--- src/pkg/posseq_pkg.sv ---
// Purpose: constants shared by the positioning sequencer and its indicators
// Assumes: 25 MHz system clock
// Notes:   positions are signed increments of the shaft position
package posseq_pkg;
    localparam int unsigned CLK_HZ          = 25_000_000;
    localparam int unsigned POS_W           = 32;
    // indicator rates in Hz (2.5 Hz kept as tenths)
    localparam int unsigned FLICKER_HZ      = 10;
    localparam int unsigned PREOP_DHZ       = 25;
    localparam int unsigned SAFEOP_HZ       = 1;
    localparam int unsigned FLASH_HZ        = 1;
    localparam int unsigned MOTOR_FLASH_HZ  = 2;
    // half periods in cycles, rounded down
    localparam int unsigned FLICKER_HALF    = CLK_HZ / (2 * FLICKER_HZ);
    localparam int unsigned PREOP_HALF      = (CLK_HZ * 10) / (2 * PREOP_DHZ);
    localparam int unsigned SAFEOP_HALF     = CLK_HZ / (2 * SAFEOP_HZ);
    localparam int unsigned MOTOR_HALF      = CLK_HZ / (2 * MOTOR_FLASH_HZ);
    // error flash pattern: one 1 Hz period cut into eight 125 ms slots
    localparam int unsigned FLASH_SLOT      = CLK_HZ / (8 * FLASH_HZ);
    localparam int unsigned STATUS_ERR_BIT  = 9;
    localparam int unsigned STATUS_W        = 16;
    localparam logic [POS_W-1:0] LOOP_RESET = 32'hFFFF_FF9C;
    localparam logic [POS_W-1:0] OVERRUN_REF = 32'h0000_0280;

    typedef enum logic [2:0] {
        ST_IDLE    = 3'b000,
        ST_RUN1    = 3'b001,
        ST_WAIT1   = 3'b010,
        ST_RUN2    = 3'b011,
        ST_WAIT2   = 3'b100,
        ST_CHECK   = 3'b101
    } seq_state_e;

    typedef enum logic [1:0] {
        SS_INIT    = 2'b00,
        SS_PREOP   = 2'b01,
        SS_SAFEOP  = 2'b10,
        SS_OP      = 2'b11
    } slave_state_e;
endpackage

--- src/positioning_sequencer_leds.sv ---
// Purpose: plan loop or direct runs, check end position, drive status LEDs
// Assumes: motion unit reports done as a same-clock pulse; pins are async
// Notes:   moves are issued one leg at a time as absolute targets
`timescale 1ns/1ps

module positioning_sequencer_leds #(
    parameter int unsigned PORTS = 2
) (
    // clock and reset
    input  wire logic                          clk_sys_in,
    input  wire logic                          resetn_in,
    // command from the fieldbus master
    input  wire logic                          start_in,
    input  wire logic signed [posseq_pkg::POS_W-1:0] target_in,
    input  wire logic                          loop_wr_in,
    input  wire logic signed [posseq_pkg::POS_W-1:0] loop_length_in,
    input  wire logic                          no_loop_mode_in,
    input  wire logic signed [posseq_pkg::POS_W-1:0] upper_travel_limit_in,
    input  wire logic signed [posseq_pkg::POS_W-1:0] lower_travel_limit_in,
    input  wire logic                          err_clear_in,
    // motion unit and encoder
    input  wire logic signed [posseq_pkg::POS_W-1:0] actual_pos_in,
    input  wire logic signed [posseq_pkg::POS_W-1:0] encoder_pos_in,
    input  wire logic                          move_done_in,
    output logic                               move_start_out,
    output logic signed [posseq_pkg::POS_W-1:0] move_target_out,
    output logic                               busy_out,
    output logic                               refused_out,
    output logic [posseq_pkg::STATUS_W-1:0]    status_word_out,
    // indicator inputs (asynchronous)
    input  wire logic [PORTS-1:0]              port_link_in,
    input  wire logic [PORTS-1:0]              port_activity_in,
    input  wire logic [1:0]                    slave_state_in,
    input  wire logic                          local_fault_in,
    input  wire logic                          wdog_cfg_fault_in,
    input  wire logic                          motor_supply_ok_in,
    input  wire logic                          delivery_state_in,
    // indicators
    output logic [PORTS-1:0]                   port_link_indicators_out,
    output logic                               run_led_out,
    output logic                               err_led_out,
    output logic                               motor_led_out
);
    import posseq_pkg::*;

    localparam int unsigned SW = PORTS * 2 + 6;

    // ---------------- synchronisers for the pin inputs
    logic [SW-1:0] pins, sync1_reg, sync2_reg;
    assign pins = {port_link_in, port_activity_in, slave_state_in,
                   local_fault_in, wdog_cfg_fault_in, motor_supply_ok_in,
                   delivery_state_in};
    always_ff @(posedge clk_sys_in or negedge resetn_in) begin
        if (!resetn_in) begin
            sync1_reg <= '0;
            sync2_reg <= '0;
        end else begin
            sync1_reg <= pins;
            sync2_reg <= sync1_reg;
        end
    end
    logic [PORTS-1:0] lnk_s, act_s;
    slave_state_e     ss_s;
    logic             lf_s, wd_s, mok_s, dlv_s;
    assign {lnk_s, act_s} = sync2_reg[SW-1:6];
    assign ss_s  = slave_state_e'(sync2_reg[5:4]);
    assign lf_s  = sync2_reg[3];
    assign wd_s  = sync2_reg[2];
    assign mok_s = sync2_reg[1];
    assign dlv_s = sync2_reg[0];

    // ---------------- sequencer
    seq_state_e state_reg, state_next;
    logic signed [POS_W-1:0] loop_reg, loop_next;
    logic signed [POS_W-1:0] tgt_reg, tgt_next, mt_reg, mt_next;
    logic ms_reg, ms_next, ref_reg, ref_next, err_reg, err_next;
    logic fwd_noloop_reg, fwd_noloop_next;

    always_comb begin
        state_next      = state_reg;
        loop_next       = loop_reg;
        tgt_next        = tgt_reg;
        mt_next         = mt_reg;
        ms_next         = 1'b0;
        ref_next        = 1'b0;
        err_next        = err_reg;
        fwd_noloop_next = fwd_noloop_reg;
        if (loop_wr_in && state_reg == ST_IDLE)
            loop_next = loop_length_in;
        if (err_clear_in)
            err_next = 1'b0;
        unique case (state_reg)
            ST_IDLE: begin
                // idle from reset, so a run can start at once
                if (start_in) begin
                    if (!no_loop_mode_in && loop_reg > 0 &&
                        target_in == upper_travel_limit_in) begin
                        ref_next = 1'b1;
                    end else if (!no_loop_mode_in && loop_reg < 0 &&
                                 target_in == lower_travel_limit_in) begin
                        ref_next = 1'b1;
                    end else begin
                        tgt_next   = target_in;
                        ms_next    = 1'b1;
                        state_next = ST_WAIT1;
                        mt_next    = target_in;
                        fwd_noloop_next = 1'b0;
                        if (no_loop_mode_in) begin
                            fwd_noloop_next = target_in > actual_pos_in;
                            state_next = ST_WAIT2;
                        end else if (loop_reg > 0 &&
                                     target_in > actual_pos_in) begin
                            mt_next = target_in + loop_reg;
                        end else if (loop_reg < 0 &&
                                     target_in < actual_pos_in) begin
                            // final approach from below
                            mt_next = target_in + loop_reg;
                        end else if (fwd_noloop_reg && loop_reg > 0 &&
                                     actual_pos_in - target_in < loop_reg) begin
                            // reverse leg must still be a full loop
                            mt_next = target_in + loop_reg;
                        end else begin
                            state_next = ST_WAIT2;
                        end
                    end
                end
            end
            ST_WAIT1: if (move_done_in) begin
                state_next = ST_RUN2;
            end
            ST_RUN2: begin
                mt_next    = tgt_reg;
                ms_next    = 1'b1;
                state_next = ST_WAIT2;
            end
            ST_WAIT2: if (move_done_in) begin
                state_next = ST_CHECK;
            end
            ST_CHECK: begin
                if (encoder_pos_in != actual_pos_in)
                    err_next = 1'b1;
                state_next = ST_IDLE;
            end
            default: state_next = ST_IDLE;
        endcase
    end

    always_ff @(posedge clk_sys_in or negedge resetn_in) begin
        if (!resetn_in) begin
            state_reg      <= ST_IDLE;
            loop_reg       <= LOOP_RESET;
            tgt_reg        <= '0;
            mt_reg         <= '0;
            ms_reg         <= 1'b0;
            ref_reg        <= 1'b0;
            err_reg        <= 1'b0;
            fwd_noloop_reg <= 1'b0;
        end else begin
            state_reg      <= state_next;
            loop_reg       <= loop_next;
            tgt_reg        <= tgt_next;
            mt_reg         <= mt_next;
            ms_reg         <= ms_next;
            ref_reg        <= ref_next;
            err_reg        <= err_next;
            fwd_noloop_reg <= fwd_noloop_next;
        end
    end

    logic busy_reg;
    always_ff @(posedge clk_sys_in or negedge resetn_in) begin
        if (!resetn_in)
            busy_reg <= 1'b0;
        else
            busy_reg <= (state_next != ST_IDLE);
    end

    assign move_start_out  = ms_reg;
    assign move_target_out = mt_reg;
    assign refused_out     = ref_reg;
    assign busy_out        = busy_reg;
    assign status_word_out = STATUS_W'(err_reg) << STATUS_ERR_BIT;

    // ---------------- prescalers: one free-running set keeps LEDs in phase
    function automatic logic [24:0] wrap(input logic [24:0] c,
                                         input int unsigned half);
        return (c >= 25'(half - 1)) ? 25'h0 : c + 25'h1;
    endfunction

    logic [24:0] fl_cnt_reg, pre_cnt_reg, saf_cnt_reg, mot_cnt_reg, slot_cnt_reg;
    logic [24:0] fl_cnt_next, pre_cnt_next, saf_cnt_next, mot_cnt_next;
    logic [24:0] slot_cnt_next;
    logic fl_ph_reg, pre_ph_reg, saf_ph_reg, mot_ph_reg;
    logic fl_ph_next, pre_ph_next, saf_ph_next, mot_ph_next;
    logic [2:0] slot_reg, slot_next;

    always_comb begin
        fl_cnt_next   = wrap(fl_cnt_reg, FLICKER_HALF);
        pre_cnt_next  = wrap(pre_cnt_reg, PREOP_HALF);
        saf_cnt_next  = wrap(saf_cnt_reg, SAFEOP_HALF);
        mot_cnt_next  = wrap(mot_cnt_reg, MOTOR_HALF);
        slot_cnt_next = wrap(slot_cnt_reg, FLASH_SLOT);
        fl_ph_next    = fl_ph_reg ^ (fl_cnt_next == 25'h0);
        pre_ph_next   = pre_ph_reg ^ (pre_cnt_next == 25'h0);
        saf_ph_next   = saf_ph_reg ^ (saf_cnt_next == 25'h0);
        mot_ph_next   = mot_ph_reg ^ (mot_cnt_next == 25'h0);
        slot_next     = slot_reg + {2'b00, (slot_cnt_next == 25'h0)};
    end

    logic [PORTS-1:0] port_led_reg, port_led_next;
    logic run_reg, run_next, errl_reg, errl_next, mot_reg, mot_next;

    always_comb begin
        for (int i = 0; i < PORTS; i++)
            port_led_next[i] = lnk_s[i] & (~act_s[i] | fl_ph_reg);
        unique case (ss_s)
            SS_INIT:   run_next = 1'b0;
            SS_PREOP:  run_next = pre_ph_reg;
            SS_SAFEOP: run_next = saf_ph_reg;
            SS_OP:     run_next = 1'b1;
        endcase
        // double flash: slots 0 and 2 lit; single: slot 0 lit
        if (wd_s)
            errl_next = (slot_reg == 3'h0) || (slot_reg == 3'h2);
        else if (lf_s)
            errl_next = (slot_reg == 3'h0);
        else
            errl_next = 1'b0;
        mot_next = mok_s & (~dlv_s | mot_ph_reg);
    end

    always_ff @(posedge clk_sys_in or negedge resetn_in) begin
        if (!resetn_in) begin
            fl_cnt_reg   <= '0;
            pre_cnt_reg  <= '0;
            saf_cnt_reg  <= '0;
            mot_cnt_reg  <= '0;
            slot_cnt_reg <= '0;
            fl_ph_reg    <= 1'b0;
            pre_ph_reg   <= 1'b0;
            saf_ph_reg   <= 1'b0;
            mot_ph_reg   <= 1'b0;
            slot_reg     <= '0;
            port_led_reg <= '0;
            run_reg      <= 1'b0;
            errl_reg     <= 1'b0;
            mot_reg      <= 1'b0;
        end else begin
            fl_cnt_reg   <= fl_cnt_next;
            pre_cnt_reg  <= pre_cnt_next;
            saf_cnt_reg  <= saf_cnt_next;
            mot_cnt_reg  <= mot_cnt_next;
            slot_cnt_reg <= slot_cnt_next;
            fl_ph_reg    <= fl_ph_next;
            pre_ph_reg   <= pre_ph_next;
            saf_ph_reg   <= saf_ph_next;
            mot_ph_reg   <= mot_ph_next;
            slot_reg     <= slot_next;
            port_led_reg <= port_led_next;
            run_reg      <= run_next;
            errl_reg     <= errl_next;
            mot_reg      <= mot_next;
        end
    end

    assign port_link_indicators_out = port_led_reg;
    assign run_led_out   = run_reg;
    assign err_led_out   = errl_reg;
    assign motor_led_out = mot_reg;
endmodule

--- config.mk ---
export PLATFORM = sky130hd
export DESIGN_NAME = positioning_sequencer_leds
export DESIGN_NICKNAME = d
export VERILOG_FILES = /design/src/pkg/posseq_pkg.sv /design/src/positioning_sequencer_leds.sv
export SDC_FILE = /design/constraint.sdc
export NUM_CORES = 1
export LEC_CHECK = 0
export BUFFER_PORTS_ARGS = -buffer_cell sky130_fd_sc_hd__buf_2
export CAP_MARGIN = 40
export CORE_ASPECT_RATIO = 0.8
export CORE_MARGIN = 3
export CORE_UTILIZATION = 60
export CTS_BUF_LIST = sky130_fd_sc_hd__clkbuf_4 sky130_fd_sc_hd__clkbuf_8
export DETAILED_ROUTE_END_ITERATION = 16
export GPL_TIMING_DRIVEN = 0
export PLACE_DENSITY = 0.84
export SYNTH_ARGS = -nofsm -noshare
export SYNTH_HDL_FRONTEND = slang
export SYNTH_SLANG_ARGS = --single-unit
--- constraint.sdc ---
create_clock -name clk_sys_in -period 3.82 [get_ports clk_sys_in]
set_input_delay 0.764 -clock clk_sys_in [delete_from_list [all_inputs] [get_ports clk_sys_in]]
set_output_delay 0.764 -clock clk_sys_in [all_outputs]
set_load 0.01 [all_outputs]
==> impl_results.md, run 1 <==
- Status: finished, violations left
- Failing checks: setup timing
- Area after DPL: 19100 sq um
- Seq cells post-synth: 261
- FF-to-FF path depth: 13
- NetSw: 4.58 mW
- DR iter-0 viols: 1813
- Core area: 27700 sq um
- Vias: 16.3k
- Hold Fails Final Rpt: 0
- Vias in the first global route: 15.4k
- Die H: 157 microns
- Register Area: 6570 sq um
- Num CTS Buffers: 43
- Static leakage: 9.55 nW
- Final setup fails: 35
- Predominant post-synthesis flop cell: dfrtp_1
- Met2 Resource Use GR: 49.8%
- Final min period: 5.06 ns
- F_max: 198 MHz
- # fillers: 1962
- Root Driver: clkbuf_8
- WP data required: 4.25 ns
- Power per Cell Area: 568 nW/um^2
- Syn Area/Cell: 8.93 sq um
- Yosys top cell by area: dfrtp_1
- Clock Path Buffers: 3
- Sequential Power Share: 33.2%
- Switching part of the total: 38.2%
- Residual DRC count: 0
- Async S/R FF share, synth: 100%
- Post-synthesis sequential area ratio: 38.3%
- Non-Filler Instances: 2691
- DP HPWL: 39.1 mm
- GRT met3 Usage: 7.70%
- Grt total ovfl: 0
- Worst vdd ir: 0.448 mV
- First-pass GRT wire length: 80.2 mm
- Final worst path period share: 132%
- H-tree levels: 2
- Worst-path maximum fanout: 6
- RSZ-0062 raised after global routing: true
- Most common cell after layout, fill and taps aside: buf_2
- Clock skew: 0.0188 ns
- Placer Congestion: 0.991
- Share of the synthesized area in the top cell type: 34.0%
- Max-slew headroom: 48.0%
- Worst-Skew Late Latency: 0.56 ns
- Synth top area cells: dfrtp_1 34%, ha_1 7.4%, xor2_1 6.8%
- Final nets: 2602
- Met1 Use GR: 45.6%
- Port Buffer Count: 249
- Slew Limit Fails: 0
- Tot Pwr: 12.0 mW
- Multi-input logic area: 10400 sq um
- Num ports: 265
- Setup crit end kind: flip-flop
- ANT nets after route: 0
- Tot GR Track Use: 32.8%
- EDFF count, synth: 0
- Place WS: -2.34 ns
- Measured slew at the worst slew-check pin: 0.774 ns
- Critical path start-end classification: in2reg
- Share of layout cells above drive strength 1: 24.4%
- Final instance area: 21100 sq um
- Cell count after synthesis: 1919
- Final worst setup slack: -1.24 ns
- Clk sink count: 261
- WP data arrival: 5.49 ns
- Pint: 7.40 mW
- Clk slew on worst S/H paths: 0.06 ns
- First drt pass iteration count: 5
- Mapped Area: 17100 sq um
- Drt wl/cell: 20.0 microns
- Min-Delay Path Class: in2async
- Initial antenna violation count: 1
- Clock power share: 24.7%
- CTS hold repair buffers: 0
- Dpl cells: 2560
- Combinational share of power: 42.1%
- Detail-routed via count per cell: 6.05
- MaxCap Viol Count: 0
- Wirelength, routed: 53.8 mm
- CP Launch Type: input port
- Die Footprint: 30600 sq um
- Starting Density: 61.8%
- Largest net degree at the start of global routing: 101
- Commonest cells after routing, fill and taps aside: 239 x buf_2, 233 x dfrtp_1, 214 x nor2_1
- Busiest grt layer: met2
- Die width: 195 microns
- Layout area overhead: 23.2%
- Yosys warning count: 0
- Unique cell type count in the Yosys netlist: 75
- Row count: 54
- TritonCTS clock tree: yes
[synth_stat cells, types with 16 or more instances]
library cell	count
nor3_1	34
a21oi_1	94
mux2_2	35
nand2_1	131
nand3_1	77
and3_1	17
a22oi_1	36
inv_1	107
a21o_1	42
o21ai_0	114
xnor2_1	131
nand4_1	44
nor2_1	221
xor2_1	133
buf_4	16
clkbuf_1	65
nor4_1	37
dfstp_2	28
ha_1	101
a31oi_1	23
dfrtp_1	233
[stage by stage]
| step | utilization [%] | hold slack [ns] | TNS, ns |
|---|---|---|---|
| after floorplan | - | 0.331 | -30.31 |
| after global placement | 68.7 | 0.332 | -668.50 |
| after detailed placement | 68.9 | 0.335 | -76.02 |
| after CTS | 74.6 | 0.178 | -36.65 |
| after global routing | 76.2 | 0.207 | -41.02 |
| final | 76.2 | 0.172 | -39.79 |
[power groups by stage]
stage	clock [mW]	sequential [mW]	combinational, mW
4_1_cts	2.99	3.94	4.55
5_1_grt	3.12	4.02	5.46
3_5_place_dp	0	3.98	4.28
6_report	2.96	3.98	5.04
3_3_place_gp	0	3.95	4.12
2_1_floorplan	0	3.90	2.92
[final cells by class]
type                    count  area share (%)
repair buffers            301            8.43
diodes                      3          0.0356
multi-input cells        1490            49.2
inverters                 107            1.93
well taps                 364            2.16
clock buffers              62            3.83
clock inverters            17            1.17
flip-flops and latches    261            31.1
plain buffers              86            2.10
[metal layers]
metal,routed length (microns),share of wire [%],up-vias
met2,23500,44,901
met3,5670,11,182
met5,0,0,-
li1,-,-,7468
met4,2730,5.1,0
met1,21900,41,7719
[worst max-delay path: stages]
cell        delay (ns)
buf_12            0.10
clkinvlp_4        0.15
buf_6             0.16
ha_4              0.20
nor2b_4           0.12
o21ai_2           0.16
a21boi_2          0.12
o31ai_4           0.37
buf_4             0.19
nand2b_1          0.06
nand2_1           0.09
nand2_1           0.12
a21o_1            0.21
a21o_1            0.18
xor2_1            0.15
ha_1              0.31
a21oi_2           0.19
o21ai_1           0.12
a21oi_2           0.25
o21ai_4           0.12
a2111oi_4         0.36
o21ai_2           0.12
o211ai_4          0.18
buf_4             0.18
o21bai_1          0.08
a21o_1            0.20
or2_4             0.22
[path summary, 6_finish.rpt]
path,startpoint,endpoint,slack (ns)
setup / recovery,target_in[1],busy_out,-1.24
setup reg to reg,loop_reg[0],move_target_out[30],0.15
hold / removal,resetn_in,mot_cnt_reg[17],0.17
hold reg to reg,sync1_reg[3],sync2_reg[3],0.35
max in group asynchronous,resetn_in,loop_reg[24],2.74
min in group clk_sys_in,port_link_in[0],sync1_reg[8],0.31
[cell families (layout without fill, tap and decap cells)]
logic type                 Yosys count  after routing  synth area share (%)
AOI/OAI and AO/OA                  421            421                  15.7
xor gates and xnor gates           264            264                  13.5
adders and majority gates          103            103                  7.61
buffers and inverters              194            573                  4.62
DFF                                261            261                  38.3
muxes                               39             39                  2.53
other                                1             30                0.0219
and+or+nand+nor                    636            636                  17.7
[what timing repair did]
action	4_1_cts	5_1_grt
resized for setup	56	95
pin swaps	23	60
endpoints found under the setup margin	35	36
buffers inserted	39	14
Note: power is estimated with default switching activity, not from simulation.
==> inputs of run 2 (changes only) <==
--- a/config.mk
+++ b/config.mk
@@ -7,7 +7,7 @@
 export LEC_CHECK = 0
 export BUFFER_PORTS_ARGS = -buffer_cell sky130_fd_sc_hd__buf_2
 export CAP_MARGIN = 40
-export CORE_ASPECT_RATIO = 0.8
+export CORE_ASPECT_RATIO = 0.7
 export CORE_MARGIN = 3
 export CORE_UTILIZATION = 60
 export CTS_BUF_LIST = sky130_fd_sc_hd__clkbuf_4 sky130_fd_sc_hd__clkbuf_8
==> impl_results.md, run 2 (synthesis results as in run 1) <==
- Worst vdd ir: 0.305 mV (-32%)
- Initial antenna violation count: 0 (-1)
- Largest net degree at the start of global routing: 130 (+29%)
- CP Launch Type: input port
- Hold Fails Final Rpt: 0 (unchanged)
- Detail-routed via count per cell: 6.04 (-0.16%)
- DR iter-0 viols: 1961 (+8.2%)
- Min-Delay Path Class: in2reg
- Hold EP: sync1_reg[7]
- Worst-Skew Late Latency: 0.58 ns (+0.02 ns)
- Setup crit end kind: flip-flop
- Vias in the first global route: 15.1k (-1.5%)
- Ant diodes: 0 (-3)
- First drt pass iteration count: 6 (+1)
- Starting Density: 61.3% (-0.55 points)
- Met1 Use GR: 49.0% (+3.3 points)
- Measured slew at the worst slew-check pin: 0.902 ns (+0.128 ns)
- Drt wl/cell: 20.2 microns (+0.81%)
- Final worst path period share: 130% (-2.4 points)
- Layout area overhead: 22.8%
- Residual DRC count: 0 (unchanged)
- Critical R2R Launch: loop_reg[2]
- Most common cell after layout, fill and taps aside: buf_2
- Clk slew on worst S/H paths: 0.07 ns (about the same)
- WP data required: 4.27 ns (+0.02 ns)
- Share of layout cells above drive strength 1: 24.4% (+0.073 points)
- Final nets: 2593 (-0.35%)
- Met2 Resource Use GR: 47.3% (-2.6 points)
- MaxCap Viol Count: 0 (unchanged)
- Num ports: 265 (unchanged)
- # fillers: 1992 (+1.5%)
- Slew Limit Fails: 0 (unchanged)
- Critical path start-end classification: in2reg
- Tot Pwr: 11.9 mW (-0.81%)
- WP data arrival: 5.41 ns (-0.08 ns)
- Reg2Reg Setup Slack: 0.08 ns (-0.07 ns)
- Grt total ovfl: 0 (unchanged)
- Final setup fails: 35 (unchanged)
- Critical path's largest stage delay: 0.46 ns (+0.09 ns)
- Failing checks: setup timing
- ANT nets after route: 0 (unchanged)
- Clk sink count: 261 (unchanged)
- Root Driver: clkbuf_8
- GRT met3 Usage: 10.8% (+3.1 points)
- Place WS: -2.29 ns (+0.0499 ns)
- Reg2reg end: move_target_out[30]
- Clock skew: 0.0272 ns (+0.00835 ns)
- Tot GR Track Use: 33.6% (+0.77 points)
- Die width: 208 microns (+6.7%)
- Hold_sp: port_activity_in[1]
- Final worst setup slack: -1.14 ns (+0.0903 ns)
- Row count: 51 (-5.6%)
- RSZ-0062 raised after global routing: true
- Worst-path maximum fanout: 6 (unchanged)
- Crit path cell chain: buf_4 > inv_1 > ha_1 > a21o_1 > a21o_1 > nor3_2 > a21oi_4 > a21oi_2 > o21bai_1 > a21oi_1 > xnor2_1 > ha_1 > a2111oi_1 > o21ai_0 > a21oi_1 > o21ai_2 > a2111oi_4 > o21ai_4 > o211ai_4 > buf_4 > buf_8 > nor2_4 > a21oi_4 > o21ai_1
- Power per Cell Area: 565 nW/um^2 (-0.46%)
- Die H: 147 microns (-6.2%)
- Status: finished, violations left
- Clock Path Buffers: 3 (unchanged)
- Port Buffer Count: 249 (unchanged)
- Num CTS Buffers: 42 (-2.3%)
- Static leakage: 9.48 nW (-0.74%)
- DP HPWL: 39.9 mm (+2.2%)
- Die Footprint: 30600 sq um (about the same)
- FF-to-FF path depth: 11 (-2)
- Core area: 27900 sq um (+0.89%)
- Max-slew headroom: 39.3% (-8.7 points)
- Vias: 16.2k (-0.42%)
- H-tree levels: 2 (unchanged)
- Commonest cells after routing, fill and taps aside: 235 x buf_2, 233 x dfrtp_1, 199 x nor2_1
- TritonCTS clock tree: yes
- WHS Path Cells: 1
- F_max: 201 MHz (+1.8%)
- Worst path slowest cell: a2111oi_4
- Placer Congestion: 1.02 (+2.8%)
- Layout Utilization: 75.3% (-0.94 points)
- First-pass GRT wire length: 81.7 mm (+1.9%)
- Final min period: 4.96 ns (-0.0903 ns)
- Wirelength, routed: 54.1 mm (+0.54%)
- Busiest grt layer: met1
==> run 2: cell count changes in the layout (fill, tap and decap cells not counted), moves of 8 or more <==
cell / before / now
nor2_4: 1 / 16
o21ai_0: 92 / 83
o21ai_1: 18 / 26
nor2_1: 214 / 199
buf_4: 57 / 46
==> run 2: per-layer routing <==
metal  up-vias  part of all wire (%)
li1       7452                     -
met4         0                   3.7
met1      7697                    42
met2       901                    41
met5         -                     0
met3       152                    13
==> run 2: final cells by class <==
class	count	area [sq um]	share of cell area (%)
Clock buffer	64	800	3.80
Sequential cell	261	6570	31.2
Multi-Input combinational cell	1491	10400	49.6
Timing Repair Buffer	292	1770	8.43
Tap cell	371	464	2.21
Clock inverter	12	119	0.565
Inverter	107	415	1.97
Buffer	86	457	2.17
==> run 2: where the power goes <==
part	switching [mW]	internal [mW]	leakage, nW	total [mW]
clock	1.15	1.48	0.492	2.63
combinational	3.06	2.18	5.67	5.24
sequential	0.521	3.49	3.31	4.01
total	4.73	7.15	9.48	11.9
==> run 2: worst max path at each step <==
stage / from / end / slack, ns / cells after the start
2_1_floorplan: target_in[1] / move_target_out[29] / -0.91 / 21
3_3_place_gp: resetn_in / loop_reg[1] / -2.53 / 1
3_5_place_dp: target_in[1] / move_target_out[3] / -2.29 / 25
4_1_cts: actual_pos_in[0] / busy_out / -0.87 / 24
5_1_grt: actual_pos_in[0] / move_target_out[31] / -1.20 / 25
6_report: target_in[8] / move_target_out[24] / -1.14 / 24
==> run 2: worst max-delay path, delay by kind of cell <==
kind / cells / cell delay [ns]
compound gates: 15 / 3.05
xor+xnor: 1 / 0.11
fa+ha+maj: 2 / 0.57
buf+inv: 4 / 0.64
simple gates: 2 / 0.27
==> run 2: metrics by stage <==
stage | TNS [ns] | hold WS, ns | instances | cell area (sq um)
global route | -39.32 | 0.265 | 2684 | 21000
finish | -36.77 | 0.304 | 2684 | 21000
global placement | -679.72 | 0.333 | 2565 | 19000
floorplan | -30.31 | 0.331 | 1945 | 17300
detailed placement | -74.05 | 0.335 | 2567 | 19100
CTS | -27.97 | 0.269 | 2675 | 20800
==> run 2: timing repair <==
item | CTS | global route
hold buffers | 1 | 0
resized for setup | 164 | 40
endpoints found under the hold margin | 8 | 0
cloned | 5 | 0
endpoints found under the setup margin | 35 | 36
buffers inserted | 26 | 9
pin swaps | 25 | 7
==> inputs of run 3 (changes only) <==
--- a/config.mk
+++ b/config.mk
@@ -5,11 +5,12 @@
 export SDC_FILE = /design/constraint.sdc
 export NUM_CORES = 1
 export LEC_CHECK = 0
+export ABC_AREA = 1
 export BUFFER_PORTS_ARGS = -buffer_cell sky130_fd_sc_hd__buf_2
 export CAP_MARGIN = 40
 export CORE_ASPECT_RATIO = 0.7
 export CORE_MARGIN = 3
-export CORE_UTILIZATION = 60
+export CORE_UTILIZATION = 61
 export CTS_BUF_LIST = sky130_fd_sc_hd__clkbuf_4 sky130_fd_sc_hd__clkbuf_8
 export DETAILED_ROUTE_END_ITERATION = 16
 export GPL_TIMING_DRIVEN = 0
==> impl_results.md, run 3 <==
- Clock skew: 0.0334 ns (+0.00620 ns)
- CTS hold repair buffers: 0 (-1)
- Worst vdd ir: 0.296 mV (-2.8%)
- Num ports: 265 (unchanged)
- DR iter-0 viols: 2745 (+40%)
- Predominant post-synthesis flop cell: dfrtp_1
- Worst path most repeated cell: nand2_1
- Residual DRC count: 0 (unchanged)
- Final worst setup slack: -0.223 ns (+0.922 ns)
- ANT nets after route: 0 (unchanged)
- Initial antenna violation count: 3 (+3)
- Yosys top cell by area: dfrtp_1
- Power per Cell Area: 515 nW/um^2 (-8.8%)
- Crit path buffers/inverters: 6 (+2)
- Clk slew on worst S/H paths: 0.07 ns (about the same)
- Seq cells post-synth: 261 (unchanged)
- Cell count after synthesis: 2770 (+44%)
- Largest net degree at the start of global routing: 120 (-7.7%)
- Worst hold slack: 0.0859 ns (-0.218 ns)
- Vias in the first global route: 19.7k (+30%)
- Yosys warning count: 0 (unchanged)
- Failing checks: setup timing
- Clk sink count: 261 (unchanged)
- Setup crit end kind: flip-flop
- Delay-heaviest family, CP: simple AND/OR/NAND/NOR gates
- Most common cell after layout, fill and taps aside: nand2_1
- Layout area overhead: 21.9%
- Worst-Skew Late Latency: 0.61 ns (+0.03 ns)
- F_max: 247 MHz (+23%)
- Worst-path maximum fanout: 6 (unchanged)
- Starting Density: 63.2% (+1.9 points)
- Measured slew at the worst slew-check pin: 0.786 ns (-0.116 ns)
- Post-synthesis sequential area ratio: 34.0% (-4.4 points)
- Final setup fails: 34 (-2.9%)
- TritonCTS clock tree: yes
- Max-slew headroom: 46.3% (+6.9 points)
- Tot GR Track Use: 39.6% (+6.0 points)
- Wirelength, routed: 70.7 mm (+31%)
- WP data required: 4.30 ns (+0.03 ns)
- Syn Area/Cell: 6.98 sq um (-22%)
- Tot Pwr: 12.1 mW (+2.1%)
- DP HPWL: 54.6 mm (+37%)
- Core area: 30600 sq um (+9.4%)
- Vias: 21.2k (+31%)
- Critical path start-end classification: in2reg
- Die H: 155 microns (+5.1%)
- Slew Limit Fails: 0 (unchanged)
- Root Driver: clkbuf_8
- Clock Path Buffers: 3 (unchanged)
- Num CTS Buffers: 41 (-2.4%)
- Most frequent cell after synthesis: nand2_1
- Die width: 219 microns (+5.2%)
- Commonest cells post-synth: 633 x nand2_1, 409 x nor2_1, 362 x inv_1, 233 x dfrtp_1, 134 x nand3_1
- Hold Fails Final Rpt: 0 (unchanged)
- First-pass GRT wire length: 105 mm (+29%)
- Unique cell type count in the Yosys netlist: 59 (-21%)
- WP data arrival: 4.53 ns (-0.88 ns)
- Critical path's largest stage delay: 0.29 ns (-0.17 ns)
- Async S/R FF share, synth: 100% (unchanged)
- H-tree levels: 2 (unchanged)
- Row count: 53 (+3.9%)
- Min-Delay Path Class: in2async
- Placer Congestion: 1.09 (+7.2%)
- Place WS: -1.17 ns (+1.12 ns)
- EDFF count, synth: 0 (unchanged)
- Worst path slowest cell: ha_4
- Synth top area cells: dfrtp_1 30%, nand2_1 12%, nor2_1 7.9%
- Commonest cells after routing, fill and taps aside: 603 x nand2_1, 402 x nor2_1, 348 x inv_1
- Mapped Area: 19300 sq um (+13%)
- Final nets: 3455 (+33%)
- MaxCap Viol Count: 0 (unchanged)
- Die Footprint: 33900 sq um (+11%)
- Share of the synthesized area in the top cell type: 30.2% (-3.9 points)
- CP Launch Type: input port
- Drt wl/cell: 19.7 microns (-2.3%)
- RSZ-0062 raised after global routing: true
- Final worst path period share: 106% (-24 points)
- Status: finished, violations left
- Share of layout cells above drive strength 1: 21.1% (-3.3 points)
- First drt pass iteration count: 6 (unchanged)
- Grt total ovfl: 0 (unchanged)
- Final min period: 4.04 ns (-0.922 ns)
- # fillers: 2259 (+13%)
- Detail-routed via count per cell: 5.92 (-2.0%)
- Port Buffer Count: 249 (unchanged)
- Static leakage: 11.6 nW (+22%)
-- run 3: changes by cell type after synthesis, sizes merged, moves of 34 or more --
cell,change
xor2,-45
nor3,+66
clkbuf,-41
inv,+291
xnor2,-62
nor2,+197
nand3,+63
a21o,-38
nand2,+514
mux2,-34
a21oi,+38
a22oi,-36
-- run 3: logic make-up (layout without fill, tap and decap cells) --
family | after synthesis | in the layout | synth area share, %
adder cells (fa/ha/maj) | 103 | 103 | 6.75
flip-flops | 261 | 261 | 34.0
AO/OA/AOI/OAI | 334 | 334 | 9.97
other | 1 | 28 | 0.0194
AND/OR/NAND/NOR | 1456 | 1456 | 32.5
multiplexers | 1 | 1 | 0.0583
XOR/XNOR | 157 | 157 | 7.12
buffers and inverters | 457 | 832 | 9.60
-- run 3: per-stage QoR --
step / std cells / util (%) / instance area [sq um] / TNS, ns
finish: 3584 / 77.1 / 23600 / -5.99
global route: 3584 / 77.1 / 23600 / -10.81
CTS: 3556 / 74.9 / 22900 / 0
detailed placement: 3459 / 69.8 / 21300 / -38.11
global placement: 3457 / 69.5 / 21300 / -635.27
floorplan: 2796 / - / 19500 / -4.98
-- run 3: final cells by class --
type | instances | area [sq um] | share of cell area (%)
multi-input cells | 2078 | 11800 | 50.3
flip-flops and latches | 261 | 6570 | 27.9
inverters | 398 | 1570 | 6.67
clock inverters | 12 | 114 | 0.483
diodes | 1 | 2.50 | 0.0106
plain buffers | 59 | 374 | 1.59
repair buffers | 304 | 1800 | 7.64
well taps | 412 | 515 | 2.19
clock buffers | 59 | 768 | 3.26
-- run 3: layer usage --
layer  vias to the layer above  global-route usage, %  routed length, microns
li1                       9691                      -                       -
met1                      9810                   53.6                   27900
met2                      1399                   62.4                   30800
met3                       302                   6.89                    7610
met4                         2                   18.2                    4340
met5                         -                      0                      12
-- run 3: where the power goes --
group	switching [mW]	total (mW)	internal [mW]
sequential	0.464	3.93	3.47
clock	1.20	2.58	1.38
combinational	3.59	5.63	2.04
total	5.25	12.1	6.89
-- run 3: repair_timing --
| item | in CTS | in global routing |
|---|---|---|
| pin swaps | 31 | 38 |
| gates cloned | 2 | 1 |
| resized for setup | 87 | 112 |
| setup buffers | 24 | 26 |
| endpoints found under the setup margin | 35 | 35 |
-- run 3: path summary, 6_finish.rpt --
check | slack, ns | cells after the start | start | end
setup / recovery | -0.22 | 27 | target_in[8] | move_target_out[2]
hold / removal | 0.09 | 1 | resetn_in | saf_cnt_reg[4]
setup reg to reg | 0.48 | 16 | slot_cnt_reg[0] | slot_reg[2]
hold reg to reg | 0.33 | 0 | sync1_reg[8] | sync2_reg[8]
max in group asynchronous | 2.40 | 3 | resetn_in | slot_reg[1]
min in group clk_sys_in | 0.26 | 1 | port_activity_in[0] | sync1_reg[6]
